`src/design/dsp_consts.vh`:
```
// constants shared by the drive supervision parameter bank
`ifndef DSP_CONSTS_VH
`define DSP_CONSTS_VH

// ***************************************************************
// parameter addresses
// ***************************************************************
`define DSP_ADDR_BRAKE_SEL       16'h0512
`define DSP_ADDR_PHASE_RESP      16'h0514
`define DSP_ADDR_FOLLOW_RESP     16'h0516
`define DSP_ADDR_PHASE_MON_EN    16'h051e
`define DSP_ADDR_GROUND_MON_EN   16'h0520
`define DSP_ADDR_EXT_ON_MAX      16'h0522
`define DSP_ADDR_SOFT_LIM_EN     16'h0606
`define DSP_ADDR_INT_BRAKE_RES   16'h1010
`define DSP_ADDR_INT_BRAKE_PWR   16'h1012
`define DSP_ADDR_FOLLOW_LIMIT    16'h121c
`define DSP_ADDR_SPEED_SRC       16'h1b22
`define DSP_ADDR_SPEED_SETPOINT  16'h2108

// ***************************************************************
// reset values and legal ranges
// ***************************************************************
`define DSP_RST_BRAKE_SEL        32'h0000_0000
`define DSP_RST_PHASE_RESP       32'h0000_0002
`define DSP_RST_FOLLOW_RESP      32'h0000_0003
`define DSP_RST_MON_EN           32'h0000_0001
`define DSP_RST_EXT_ON_MAX       32'h0000_0001
`define DSP_RST_SOFT_LIM_EN      32'h0000_0000
`define DSP_RST_FOLLOW_LIMIT     32'h0000_2710
`define DSP_RST_SPEED_SRC        32'h0000_0000
`define DSP_RST_SPEED_SETPOINT   32'h0000_0000
`define DSP_EXT_ON_MAX_MS        30000
`define DSP_SPEED_BOUND          30000
`define DSP_FOLLOW_LIMIT_MIN     1
`define DSP_FOLLOW_LIMIT_MAX     2000000

// ***************************************************************
// field codes and field positions
// ***************************************************************
`define DSP_SRC_NONE             2'h0
`define DSP_SRC_ANALOG           2'h1
`define DSP_SRC_SETPOINT         2'h2
`define DSP_SOFT_LIM_POS_BIT     0
`define DSP_SOFT_LIM_NEG_BIT     1

// ***************************************************************
// timing
// ***************************************************************
`define DSP_CLK_HZ               20000000
`define DSP_MS_TICK_MS           1
`define DSP_MS_TICK_CYCLES       (`DSP_CLK_HZ / 1000 * `DSP_MS_TICK_MS)

`endif

```
`src/design/dsp_sync.v`:
```
// three-flop input synchroniser that accepts a change once stages two and three agree
`timescale 1ns/10ps
`default_nettype none
module dsp_sync (
  input  wire i_clk,
  input  wire i_nrst,
  input  wire i_async,
  output reg  o_level
);
  reg s1;
  reg s2;
  reg s3;

  always @(posedge i_clk or negedge i_nrst) begin
    if (!i_nrst) begin
      s1      <= 1'b0;
      s2      <= 1'b0;
      s3      <= 1'b0;
      o_level <= 1'b0;
    end else begin
      s1 <= i_async;
      s2 <= s1;
      s3 <= s2;
      if (s2 == s3) begin
        o_level <= s3;
      end
    end
  end
endmodule
`default_nettype wire

```
`src/design/dsp_param_reg.v`:
```
// one range-checked parameter register
`timescale 1ns/10ps
`default_nettype none
module dsp_param_reg #(
  parameter         W     = 16,
  parameter         SGN   = 0,
  parameter [31:0]  RESET = 32'h0000_0000,
  parameter integer MIN   = 0,
  parameter integer MAX   = 1
) (
  input  wire         i_clk,
  input  wire         i_nrst,
  input  wire         i_we,
  input  wire [31:0]  i_wdata,
  output reg  [W-1:0] o_value,
  output wire         o_reject
);
  localparam signed [32:0] LO = MIN;
  localparam signed [32:0] HI = MAX;

  wire [32:0] ext = (SGN != 0) ? {{(33-W){i_wdata[W-1]}}, i_wdata[W-1:0]}
                               : {{(33-W){1'b0}}, i_wdata[W-1:0]};
  wire        in_range = ($signed(ext) >= LO) && ($signed(ext) <= HI);

  // out-of-range data never reaches the stored value
  assign o_reject = i_we & ~in_range;

  always @(posedge i_clk or negedge i_nrst) begin
    if (!i_nrst) begin
      o_value <= RESET[W-1:0];
    end else if (i_we && in_range) begin
      o_value <= i_wdata[W-1:0];
    end
  end
endmodule
`default_nettype wire

```
`src/design/dsp_params.v`:
```
// drive supervision parameter bank with brake, speed, fault and soft-limit logic
//
// Overview of operation
// - External brake resistor switch-in time is capped, 1 to 30000 ms.
// - Selection 0 uses the internal resistor, 1 the external one.
// - Setpoint is signed -30000..30000, default 0, clamped to maximum speed.
// - Speed source: 0 none, 1 analog input, 2 setpoint parameter.
// - Three-phase unit reports lost mains phase with class 1, 2 or 3.
// - Following error reported with class 1 to 3, default 3.
// - Ground-fault monitoring on when enable is 1 (default), off at 0.
// - Mains phase monitoring on when enable is 1 (default), off at 0.
// - Following error is offset minus speed part, compared to revolution limit.
// - Soft limits: 0 none, 1 positive, 2 negative, 3 both.
// - Soft limits are checked only after homing has completed.
`timescale 1ns/10ps
`default_nettype none
`include "dsp_consts.vh"
module dsp_params #(
  parameter        MS_CYCLES     = `DSP_MS_TICK_CYCLES,
  parameter [15:0] INT_BRAKE_RES = 16'h0000,
  parameter [15:0] INT_BRAKE_PWR = 16'h0000
) (
  input  wire        I_CORE_CLK,
  input  wire        I_NRST,
  input  wire        I_PAR_WR,
  input  wire        I_PAR_RD,
  input  wire [15:0] I_PAR_ADDR,
  input  wire [31:0] I_PAR_WDATA,
  output reg  [31:0] O_PAR_RDATA,
  output reg         O_PAR_ACK,
  output reg         O_PAR_ERR,
  input  wire        I_BRAKE_DEMAND,
  output wire        O_BRAKE_INT_ON,
  output wire        O_BRAKE_EXT_ON,
  output wire        O_BRAKE_EXT_TIMEOUT,
  input  wire [15:0] I_ANALOG_SPEED,
  input  wire [15:0] I_SPEED_MAX,
  output reg  [15:0] O_SPEED_REF,
  input  wire        I_THREE_PHASE,
  input  wire        I_PHASE_LOST,
  output reg         O_PHASE_FAULT,
  output reg  [1:0]  O_PHASE_FAULT_CLASS,
  input  wire        I_GROUND_FAULT,
  output reg         O_GROUND_FAULT,
  input  wire [31:0] I_POS_OFFSET,
  input  wire [31:0] I_POS_OFFSET_SPEED,
  output reg         O_FOLLOW_FAULT,
  output reg  [1:0]  O_FOLLOW_FAULT_CLASS,
  input  wire        I_HOMING_DONE,
  input  wire        I_AT_POS_LIMIT,
  input  wire        I_AT_NEG_LIMIT,
  output reg         O_SOFT_LIMIT_POS_HIT,
  output reg         O_SOFT_LIMIT_NEG_HIT
);

  // ***************************************************************
  // parameter storage
  // ***************************************************************
  wire        wr_en = I_PAR_WR;
  wire [15:0] brake_resistor_select;
  wire [15:0] phase_loss_response;
  wire [15:0] following_error_response;
  wire [15:0] phase_monitor_enable;
  wire [15:0] ground_fault_monitor_enable;
  wire [15:0] ext_brake_on_time_max;
  wire [15:0] soft_limit_enable;
  wire [31:0] following_error_limit;
  wire [15:0] speed_source_select;
  wire [15:0] speed_setpoint;
  wire [9:0]  rej;

  dsp_param_reg #(.W(16), .SGN(0), .RESET(`DSP_RST_BRAKE_SEL), .MIN(0), .MAX(1)) u_brake_sel (
    .i_clk    (I_CORE_CLK),
    .i_nrst   (I_NRST),
    .i_we     (wr_en && I_PAR_ADDR == `DSP_ADDR_BRAKE_SEL),
    .i_wdata  (I_PAR_WDATA),
    .o_value  (brake_resistor_select),
    .o_reject (rej[0])
  );

  dsp_param_reg #(.W(16), .SGN(0), .RESET(`DSP_RST_PHASE_RESP), .MIN(1), .MAX(3)) u_phase_resp (
    .i_clk    (I_CORE_CLK),
    .i_nrst   (I_NRST),
    .i_we     (wr_en && I_PAR_ADDR == `DSP_ADDR_PHASE_RESP),
    .i_wdata  (I_PAR_WDATA),
    .o_value  (phase_loss_response),
    .o_reject (rej[1])
  );

  dsp_param_reg #(.W(16), .SGN(0), .RESET(`DSP_RST_FOLLOW_RESP), .MIN(1), .MAX(3)) u_follow_resp (
    .i_clk    (I_CORE_CLK),
    .i_nrst   (I_NRST),
    .i_we     (wr_en && I_PAR_ADDR == `DSP_ADDR_FOLLOW_RESP),
    .i_wdata  (I_PAR_WDATA),
    .o_value  (following_error_response),
    .o_reject (rej[2])
  );

  dsp_param_reg #(.W(16), .SGN(0), .RESET(`DSP_RST_MON_EN), .MIN(0), .MAX(1)) u_phase_en (
    .i_clk    (I_CORE_CLK),
    .i_nrst   (I_NRST),
    .i_we     (wr_en && I_PAR_ADDR == `DSP_ADDR_PHASE_MON_EN),
    .i_wdata  (I_PAR_WDATA),
    .o_value  (phase_monitor_enable),
    .o_reject (rej[3])
  );

  dsp_param_reg #(.W(16), .SGN(0), .RESET(`DSP_RST_MON_EN), .MIN(0), .MAX(1)) u_ground_en (
    .i_clk    (I_CORE_CLK),
    .i_nrst   (I_NRST),
    .i_we     (wr_en && I_PAR_ADDR == `DSP_ADDR_GROUND_MON_EN),
    .i_wdata  (I_PAR_WDATA),
    .o_value  (ground_fault_monitor_enable),
    .o_reject (rej[4])
  );

  dsp_param_reg #(.W(16), .SGN(0), .RESET(`DSP_RST_EXT_ON_MAX), .MIN(1),
                  .MAX(`DSP_EXT_ON_MAX_MS)) u_ext_on_max (
    .i_clk    (I_CORE_CLK),
    .i_nrst   (I_NRST),
    .i_we     (wr_en && I_PAR_ADDR == `DSP_ADDR_EXT_ON_MAX),
    .i_wdata  (I_PAR_WDATA),
    .o_value  (ext_brake_on_time_max),
    .o_reject (rej[5])
  );

  dsp_param_reg #(.W(16), .SGN(0), .RESET(`DSP_RST_SOFT_LIM_EN), .MIN(0), .MAX(3)) u_soft_en (
    .i_clk    (I_CORE_CLK),
    .i_nrst   (I_NRST),
    .i_we     (wr_en && I_PAR_ADDR == `DSP_ADDR_SOFT_LIM_EN),
    .i_wdata  (I_PAR_WDATA),
    .o_value  (soft_limit_enable),
    .o_reject (rej[6])
  );

  dsp_param_reg #(.W(32), .SGN(0), .RESET(`DSP_RST_FOLLOW_LIMIT), .MIN(`DSP_FOLLOW_LIMIT_MIN),
                  .MAX(`DSP_FOLLOW_LIMIT_MAX)) u_follow_lim (
    .i_clk    (I_CORE_CLK),
    .i_nrst   (I_NRST),
    .i_we     (wr_en && I_PAR_ADDR == `DSP_ADDR_FOLLOW_LIMIT),
    .i_wdata  (I_PAR_WDATA),
    .o_value  (following_error_limit),
    .o_reject (rej[7])
  );

  dsp_param_reg #(.W(16), .SGN(0), .RESET(`DSP_RST_SPEED_SRC), .MIN(0), .MAX(2)) u_speed_src (
    .i_clk    (I_CORE_CLK),
    .i_nrst   (I_NRST),
    .i_we     (wr_en && I_PAR_ADDR == `DSP_ADDR_SPEED_SRC),
    .i_wdata  (I_PAR_WDATA),
    .o_value  (speed_source_select),
    .o_reject (rej[8])
  );

  dsp_param_reg #(.W(16), .SGN(1), .RESET(`DSP_RST_SPEED_SETPOINT), .MIN(-`DSP_SPEED_BOUND),
                  .MAX(`DSP_SPEED_BOUND)) u_speed_set (
    .i_clk    (I_CORE_CLK),
    .i_nrst   (I_NRST),
    .i_we     (wr_en && I_PAR_ADDR == `DSP_ADDR_SPEED_SETPOINT),
    .i_wdata  (I_PAR_WDATA),
    .o_value  (speed_setpoint),
    .o_reject (rej[9])
  );

  // ***************************************************************
  // parameter access answer
  // ***************************************************************
  reg        addr_rw;
  reg        addr_ro;
  reg [31:0] rd_mux;

  always @* begin
    addr_rw = 1'b1;
    addr_ro = 1'b0;
    rd_mux  = 32'h0000_0000;
    case (I_PAR_ADDR)
      `DSP_ADDR_BRAKE_SEL:      rd_mux = {16'h0000, brake_resistor_select};
      `DSP_ADDR_PHASE_RESP:     rd_mux = {16'h0000, phase_loss_response};
      `DSP_ADDR_FOLLOW_RESP:    rd_mux = {16'h0000, following_error_response};
      `DSP_ADDR_PHASE_MON_EN:   rd_mux = {16'h0000, phase_monitor_enable};
      `DSP_ADDR_GROUND_MON_EN:  rd_mux = {16'h0000, ground_fault_monitor_enable};
      `DSP_ADDR_EXT_ON_MAX:     rd_mux = {16'h0000, ext_brake_on_time_max};
      `DSP_ADDR_SOFT_LIM_EN:    rd_mux = {16'h0000, soft_limit_enable};
      `DSP_ADDR_FOLLOW_LIMIT:   rd_mux = following_error_limit;
      `DSP_ADDR_SPEED_SRC:      rd_mux = {16'h0000, speed_source_select};
      `DSP_ADDR_SPEED_SETPOINT: rd_mux = {16'h0000, speed_setpoint};
      `DSP_ADDR_INT_BRAKE_RES: begin
        rd_mux  = {16'h0000, INT_BRAKE_RES};
        addr_rw = 1'b0;
        addr_ro = 1'b1;
      end
      `DSP_ADDR_INT_BRAKE_PWR: begin
        rd_mux  = {16'h0000, INT_BRAKE_PWR};
        addr_rw = 1'b0;
        addr_ro = 1'b1;
      end
      default: addr_rw = 1'b0;
    endcase
  end

  // a write wins over a read issued in the same cycle
  always @(posedge I_CORE_CLK or negedge I_NRST) begin
    if (!I_NRST) begin
      O_PAR_ACK   <= 1'b0;
      O_PAR_ERR   <= 1'b0;
      O_PAR_RDATA <= 32'h0000_0000;
    end else begin
      O_PAR_ACK <= I_PAR_WR | I_PAR_RD;
      if (I_PAR_WR) begin
        O_PAR_ERR <= ~addr_rw | (|rej);
      end else if (I_PAR_RD) begin
        O_PAR_ERR   <= ~(addr_rw | addr_ro);
        O_PAR_RDATA <= rd_mux;
      end else begin
        O_PAR_ERR <= 1'b0;
      end
    end
  end

  // ***************************************************************
  // brake resistor control
  // ***************************************************************
  localparam [3:0] ST_IDLE = 4'h1;
  localparam [3:0] ST_INT  = 4'h2;
  localparam [3:0] ST_EXT  = 4'h4;
  localparam [3:0] ST_HOLD = 4'h8;
  localparam [14:0] MS_LAST = MS_CYCLES[14:0] - 15'h0001;

  reg  [3:0]  state;
  reg  [3:0]  next_state;
  reg  [14:0] ms_pre;
  reg  [15:0] ms_cnt;
  wire        ext_sel = brake_resistor_select[0];

  always @* begin
    next_state = state;
    case (state)
      ST_IDLE: begin
        if (I_BRAKE_DEMAND) begin
          next_state = ext_sel ? ST_EXT : ST_INT;
        end
      end
      ST_INT: begin
        if (!I_BRAKE_DEMAND) begin
          next_state = ST_IDLE;
        end else if (ext_sel) begin
          next_state = ST_EXT;
        end
      end
      ST_EXT: begin
        if (!I_BRAKE_DEMAND) begin
          next_state = ST_IDLE;
        end else if (!ext_sel) begin
          next_state = ST_INT;
        end else if (ms_cnt >= ext_brake_on_time_max) begin
          next_state = ST_HOLD;
        end
      end
      ST_HOLD: begin
        // released only by dropping the demand, so the resistor cools down
        if (!I_BRAKE_DEMAND) begin
          next_state = ST_IDLE;
        end
      end
      default: next_state = ST_IDLE;
    endcase
  end

  always @(posedge I_CORE_CLK or negedge I_NRST) begin
    if (!I_NRST) begin
      state  <= ST_IDLE;
      ms_pre <= 15'h0000;
      ms_cnt <= 16'h0000;
    end else begin
      state <= next_state;
      if (state != ST_EXT) begin
        ms_pre <= 15'h0000;
        ms_cnt <= 16'h0000;
      end else if (ms_pre == MS_LAST) begin
        ms_pre <= 15'h0000;
        ms_cnt <= ms_cnt + 16'h0001;
      end else begin
        ms_pre <= ms_pre + 15'h0001;
      end
    end
  end

  assign O_BRAKE_INT_ON      = state[1];
  assign O_BRAKE_EXT_ON      = state[2];
  assign O_BRAKE_EXT_TIMEOUT = state[3];

  // ***************************************************************
  // speed reference
  // ***************************************************************
  reg  signed [16:0] spd_sel;
  wire signed [16:0] spd_max = {1'b0, I_SPEED_MAX};

  always @* begin
    case (speed_source_select[1:0])
      `DSP_SRC_ANALOG:   spd_sel = {I_ANALOG_SPEED[15], I_ANALOG_SPEED};
      `DSP_SRC_SETPOINT: spd_sel = {speed_setpoint[15], speed_setpoint};
      default:           spd_sel = 17'h00000;
    endcase
  end

  always @(posedge I_CORE_CLK or negedge I_NRST) begin
    if (!I_NRST) begin
      O_SPEED_REF <= 16'h0000;
    end else if (spd_sel > spd_max) begin
      O_SPEED_REF <= spd_max[15:0];
    end else if (spd_sel < -spd_max) begin
      O_SPEED_REF <= -spd_max[15:0];
    end else begin
      O_SPEED_REF <= spd_sel[15:0];
    end
  end

  // ***************************************************************
  // mains, ground and following-error supervision
  // ***************************************************************
  wire three_phase_s;
  wire phase_lost_s;
  wire ground_fault_s;

  dsp_sync u_sync_3ph (
    .i_clk   (I_CORE_CLK),
    .i_nrst  (I_NRST),
    .i_async (I_THREE_PHASE),
    .o_level (three_phase_s)
  );

  dsp_sync u_sync_phase (
    .i_clk   (I_CORE_CLK),
    .i_nrst  (I_NRST),
    .i_async (I_PHASE_LOST),
    .o_level (phase_lost_s)
  );

  dsp_sync u_sync_ground (
    .i_clk   (I_CORE_CLK),
    .i_nrst  (I_NRST),
    .i_async (I_GROUND_FAULT),
    .o_level (ground_fault_s)
  );

  // 33 bits so the difference of two full-range offsets cannot wrap
  wire signed [32:0] follow_err = $signed({I_POS_OFFSET[31], I_POS_OFFSET})
                                - $signed({I_POS_OFFSET_SPEED[31], I_POS_OFFSET_SPEED});
  wire        [32:0] follow_abs = follow_err[32] ? (~follow_err + 33'h000000001) : follow_err;

  always @(posedge I_CORE_CLK or negedge I_NRST) begin
    if (!I_NRST) begin
      O_PHASE_FAULT        <= 1'b0;
      O_PHASE_FAULT_CLASS  <= 2'h0;
      O_GROUND_FAULT       <= 1'b0;
      O_FOLLOW_FAULT       <= 1'b0;
      O_FOLLOW_FAULT_CLASS <= 2'h0;
      O_SOFT_LIMIT_POS_HIT <= 1'b0;
      O_SOFT_LIMIT_NEG_HIT <= 1'b0;
    end else begin
      O_PHASE_FAULT        <= three_phase_s & phase_monitor_enable[0] & phase_lost_s;
      O_PHASE_FAULT_CLASS  <= phase_loss_response[1:0];
      O_GROUND_FAULT       <= ground_fault_monitor_enable[0] & ground_fault_s;
      O_FOLLOW_FAULT       <= follow_abs > {1'b0, following_error_limit};
      O_FOLLOW_FAULT_CLASS <= following_error_response[1:0];
      O_SOFT_LIMIT_POS_HIT <= I_HOMING_DONE & I_AT_POS_LIMIT
                              & soft_limit_enable[`DSP_SOFT_LIM_POS_BIT];
      O_SOFT_LIMIT_NEG_HIT <= I_HOMING_DONE & I_AT_NEG_LIMIT
                              & soft_limit_enable[`DSP_SOFT_LIM_NEG_BIT];
    end
  end

endmodule
`default_nettype wire

```
`config.mk`:
```
export PLATFORM = sky130hd
export DESIGN_NAME = dsp_params
export DESIGN_NICKNAME = d
export VERILOG_FILES = /design/src/design/dsp_sync.v /design/src/design/dsp_param_reg.v /design/src/design/dsp_params.v
export VERILOG_INCLUDE_DIRS = /design/src /design/src/design
export SDC_FILE = /design/constraint.sdc
export NUM_CORES = 1
export LEC_CHECK = 0
export BUFFER_PORTS_ARGS = -buffer_cell sky130_fd_sc_hd__buf_2
export CAP_MARGIN = 20
export CORE_ASPECT_RATIO = 0.9
export CORE_MARGIN = 10
export CORE_UTILIZATION = 40
export CTS_BUF_LIST = sky130_fd_sc_hd__clkbuf_8
export DETAILED_ROUTE_END_ITERATION = 10
export PLACE_DENSITY = 0.56
export SLEW_MARGIN = 20
export SYNTH_ARGS = -nofsm -noshare
export SYNTH_HDL_FRONTEND = slang
export SYNTH_HIERARCHICAL = 1
export SYNTH_SLANG_ARGS = --single-unit
```
`constraint.sdc`:
```
create_clock -name I_CORE_CLK -period 7.37 [get_ports I_CORE_CLK]
set_clock_uncertainty 0.1 [all_clocks]
set_input_delay 1.474 -clock I_CORE_CLK [delete_from_list [all_inputs] [get_ports I_CORE_CLK]]
set_output_delay 1.474 -clock I_CORE_CLK [all_outputs]
set_load 0.1 [all_outputs]
```
==> summary.md <==
| Metric | Value |
|---|---|
| FF-to-FF path depth | 15 |
| First-pass GRT wire length | ~85 mm |
| RSZ-0062 raised after global routing | false |
| Nets | between 2000 and 2500 |
| Final period utilization | between 80% and 90% |
| Syn_area_per_cell | 9.80 µm² |
| Area growth, synth to finish | 14.2% |
| Non-Filler Instances | 2764 |
| Final WL | 53.5 mm |
| Post-synthesis sequential area ratio | between 30 and 40% |
| EDFF count, synth | 0 |
| # fillers | approximately 4500 |
| Storage cell area | around 7100 µm² |
| Core box area | around 46000 µm² |
| R2R Path End | O_SPEED_REF[0] |
| CTS Hold Bufs | 0 |
| Ports | between 200 and 250 |
| Post-CTS Resized | 0 |
| Placed Instance Area | between 20000 and 25000 µm² |
| Die Y | between 200 and 250 µm |
| Leading cell type in the layout, fill and taps excluded | dfrtp_1 |
| Ys flop type | dfrtp_1 |
| Crit-path most repeated cell | a21oi_1 |
| Max Cap Viol | 0 |
| Cell Pwr Density | roughly 180 nW/µm² |
| CP arrival | ~6.5 ns |
| Number of port buffers | 216 |
| Clock slew at reported path FFs | 0.07 ns |
| Drt wl/cell | between 15 and 20 µm |
| CTS max path bufs | 3 |
| Final ANT Viol Nets | 0 |
| Flop2flop setup slack | ~3.2 ns |
| 1st-pass router iterations | 6 |
| Finish-stage setup viols | 0 |
| GPL Wtd Cong | ~0.9 |
| Worst path slowest cell | o221a_2 |
| Regs by FF count | O_PAR_RDATA (32), u_follow_lim/o_value (32) |
| GRT Util Overall | 18.9% |
| Fmax | approximately 0.16 GHz |
| Hold Crit Class | flip-flop to flip-flop |
| CP peak stage delay | 0.58 ns |
| Largest net degree at the start of global routing | 159 |
| Multi-input gate area | 10700 µm² |
| Startpoint types | primary input |
| Setup_tns | 0 ns |
| Crit path required time | approximately 7.8 ns |
| Least-Margin Pin Slew | ~1.1 ns |
| Slew Viols, Final | 0 |
| CP endpoint | O_FOLLOW_FAULT |
| Placed cell count | 2672 |
| Status | finished, final reports clean |
| Ratio of cells with drive above 1 in the final layout | 24.8% |
| Mapped Nets | 2180 |
| Crit path kind | primary input to flip-flop |
| Vias per inst | 5.49 |
| CTS Buf Count | 49 |
| Root Driver | clkbuf_8 |
| Starting Density | 40.3% |
| Mapped cell area | roughly 19000 µm² |
| TritonCTS clock tree | done |
| HPWL Detailed | 39.3 mm |
| H-tree levels | 2 |
| Leak | ~0.010 µW |
| Critical path endpoint category | flip-flop |
| FFs w/ async S/R, synth | between 90% and 100% |
| Minimum clock period | roughly 6.1 ns |
| Synth Instances | ~1900 |
| DR iter-0 viols | 1117 |
| Total grt overflow | 0 |
| Setup Fix Bufs, Post-CTS | 0 |
| Most frequent cells in the layout | 270 x dfrtp_1, 215 x buf_2, 147 x nor2_1, 145 x inv_1, 131 x nand2_1 |
| Clock sinks | about 280 |
| Peak supply drop | between 0.1 and 0.15 mV |
| Die area | roughly 56000 µm² |
| Via count | between 15000 and 20000 |
| Library cells used by synthesis | between 100 and 150 |
| Hold Fails Final Rpt | 0 |
| Design Area, Final | ~21000 µm² |
| DR DRC count | 0 |
| Yosys warnings | 6 |
| Die W | ~250 µm |
| Row count | 75 |
| Crit path max fanout | 26 |
| Initial antenna violation count | 6 |
| Worst R2R Start | u_speed_src/o_value[0] |
| Cell Chain, Critical Path | buf_2, inv_1, ha_1, fa_1, nor2b_4, o31a_2, o211ai_2, a21oi_1, o221a_2, o41ai_2, o221a_2, nand2_1, xnor2_1, ha_1, nand4_1, nor2_1, a211oi_1, o21ai_0, a21oi_1, nor3_1, o311ai_0, a21oi_1, o21ai_0, o31ai_1 |
| FF+latch count, synth | between 200 and 300 |
| Clk_lat worst skew | roughly 0.64 ns |
| Slew margin rel. | between 20% and 30% |
| Vias in the first global route | 15085 |
| Crit path launch | I_POS_OFFSET[0] |
==> where the power goes <==
| group | leakage (µW) | internal, µW | switching [µW] | total (µW) |
|---|---|---|---|---|
| registers | 0.00378 | 1560 | 4.63 | 1560 |
| logic | 0.00569 | 273 | 444 | 717 |
| clock network | 0.000590 | 786 | 676 | 1460 |
==> cells in the mapped netlist, drive strengths merged, types with 15 or more instances <==
cell	number	area share, %
a21o	42	1.7
a21oi	80	2.2
a221oi	15	0.70
a222oi	19	1.0
a22oi	34	1.4
a31oi	42	1.5
and2	138	5.4
and3	17	0.57
buf	27	1.2
clkbuf	53	1.1
dfrtp	270	36
ha	119	8.0
inv	127	2.6
mux2	45	3.5
mux2i	23	1.2
nand2	131	2.6
nand3	25	0.67
nand4	35	1.7
nor2	150	3.1
nor2b	32	1.1
nor3	29	0.78
nor4	48	3.1
o2111ai	17	0.89
o211ai	27	1.6
o21ai	86	2.3
xnor2	61	2.9
xor2	29	1.4
==> per-layer routing <==
metal | GRT usage (%) | vias to the layer above | share of wire, %
met5 | 0 | - | 0.052
met4 | 5.27 | 6 | 1.9
met3 | 3.41 | 69 | 5.3
met2 | 29.1 | 375 | 45
met1 | 26.5 | 7409 | 47
li1 | - | 7329 | -
==> how the worst min path moves through the flow <==
stage	endpoint	from	cells after the start	slack (ns)
final	u_sync_ground/s2	u_sync_ground/s1	0	0.25
after global routing	u_sync_3ph/s2	u_sync_3ph/s1	0	0.26
after CTS	u_sync_ground/s2	u_sync_ground/s1	0	0.25
after detailed placement	u_sync_3ph/s2	u_sync_3ph/s1	0	0.24
after global placement	u_sync_ground/s2	u_sync_ground/s1	0	0.23
after floorplan	u_sync_3ph/s2	u_sync_3ph/s1	0	0.23
==> critical path, delay by kind of cell <==
kind	cells	cell delay (ns)
compound gates	13	3.40
simple gates	5	0.49
buf+inv	2	0.14
fa+ha+maj	3	0.80
xor+xnor	1	0.15
==> final cells by class <==
type                            instances  share of cell area (%)
Clock inverter                         28                   0.769
Sequential cell                       282                    33.2
Clock buffer                           61                    3.94
Timing Repair Buffer                  231                    5.80
Inverter                              127                    2.24
Antenna cell                            3                  0.0352
Tap cell                              616                    3.62
Multi-Input combinational cell       1416                    50.4
==> metrics by stage <==
step | total power, µW | setup slack [ns] | hold slack [ns] | utilization, %
final | 3740 | 1.30 | 0.248 | 46.0
after global placement | 2290 | 0.804 | 0.234 | 43.7
after global routing | 3950 | 0.745 | 0.260 | 46.0
after CTS | 3790 | 1.37 | 0.252 | 45.9
after detailed placement | 2310 | 0.685 | 0.240 | 43.8
after floorplan | 2070 | 1.44 | 0.231 | -
==> logic make-up (layout without fill, tap and decap cells) <==
| kind of cell | Yosys count | after routing | synth area share (%) |
|---|---|---|---|
| other | 0 | 3 | 0 |
| adder cells (fa/ha/maj) | 123 | 123 | 8.27 |
| buffers and inverters | 207 | 447 | 4.86 |
| AO/OA/AOI/OAI | 453 | 453 | 17.7 |
| flip-flops | 282 | 282 | 37.9 |
| AND/OR/NAND/NOR | 682 | 682 | 22.4 |
| XOR/XNOR | 90 | 90 | 4.22 |
| multiplexers | 68 | 68 | 4.69 |
Note: power is estimated with default switching activity, not from simulation.
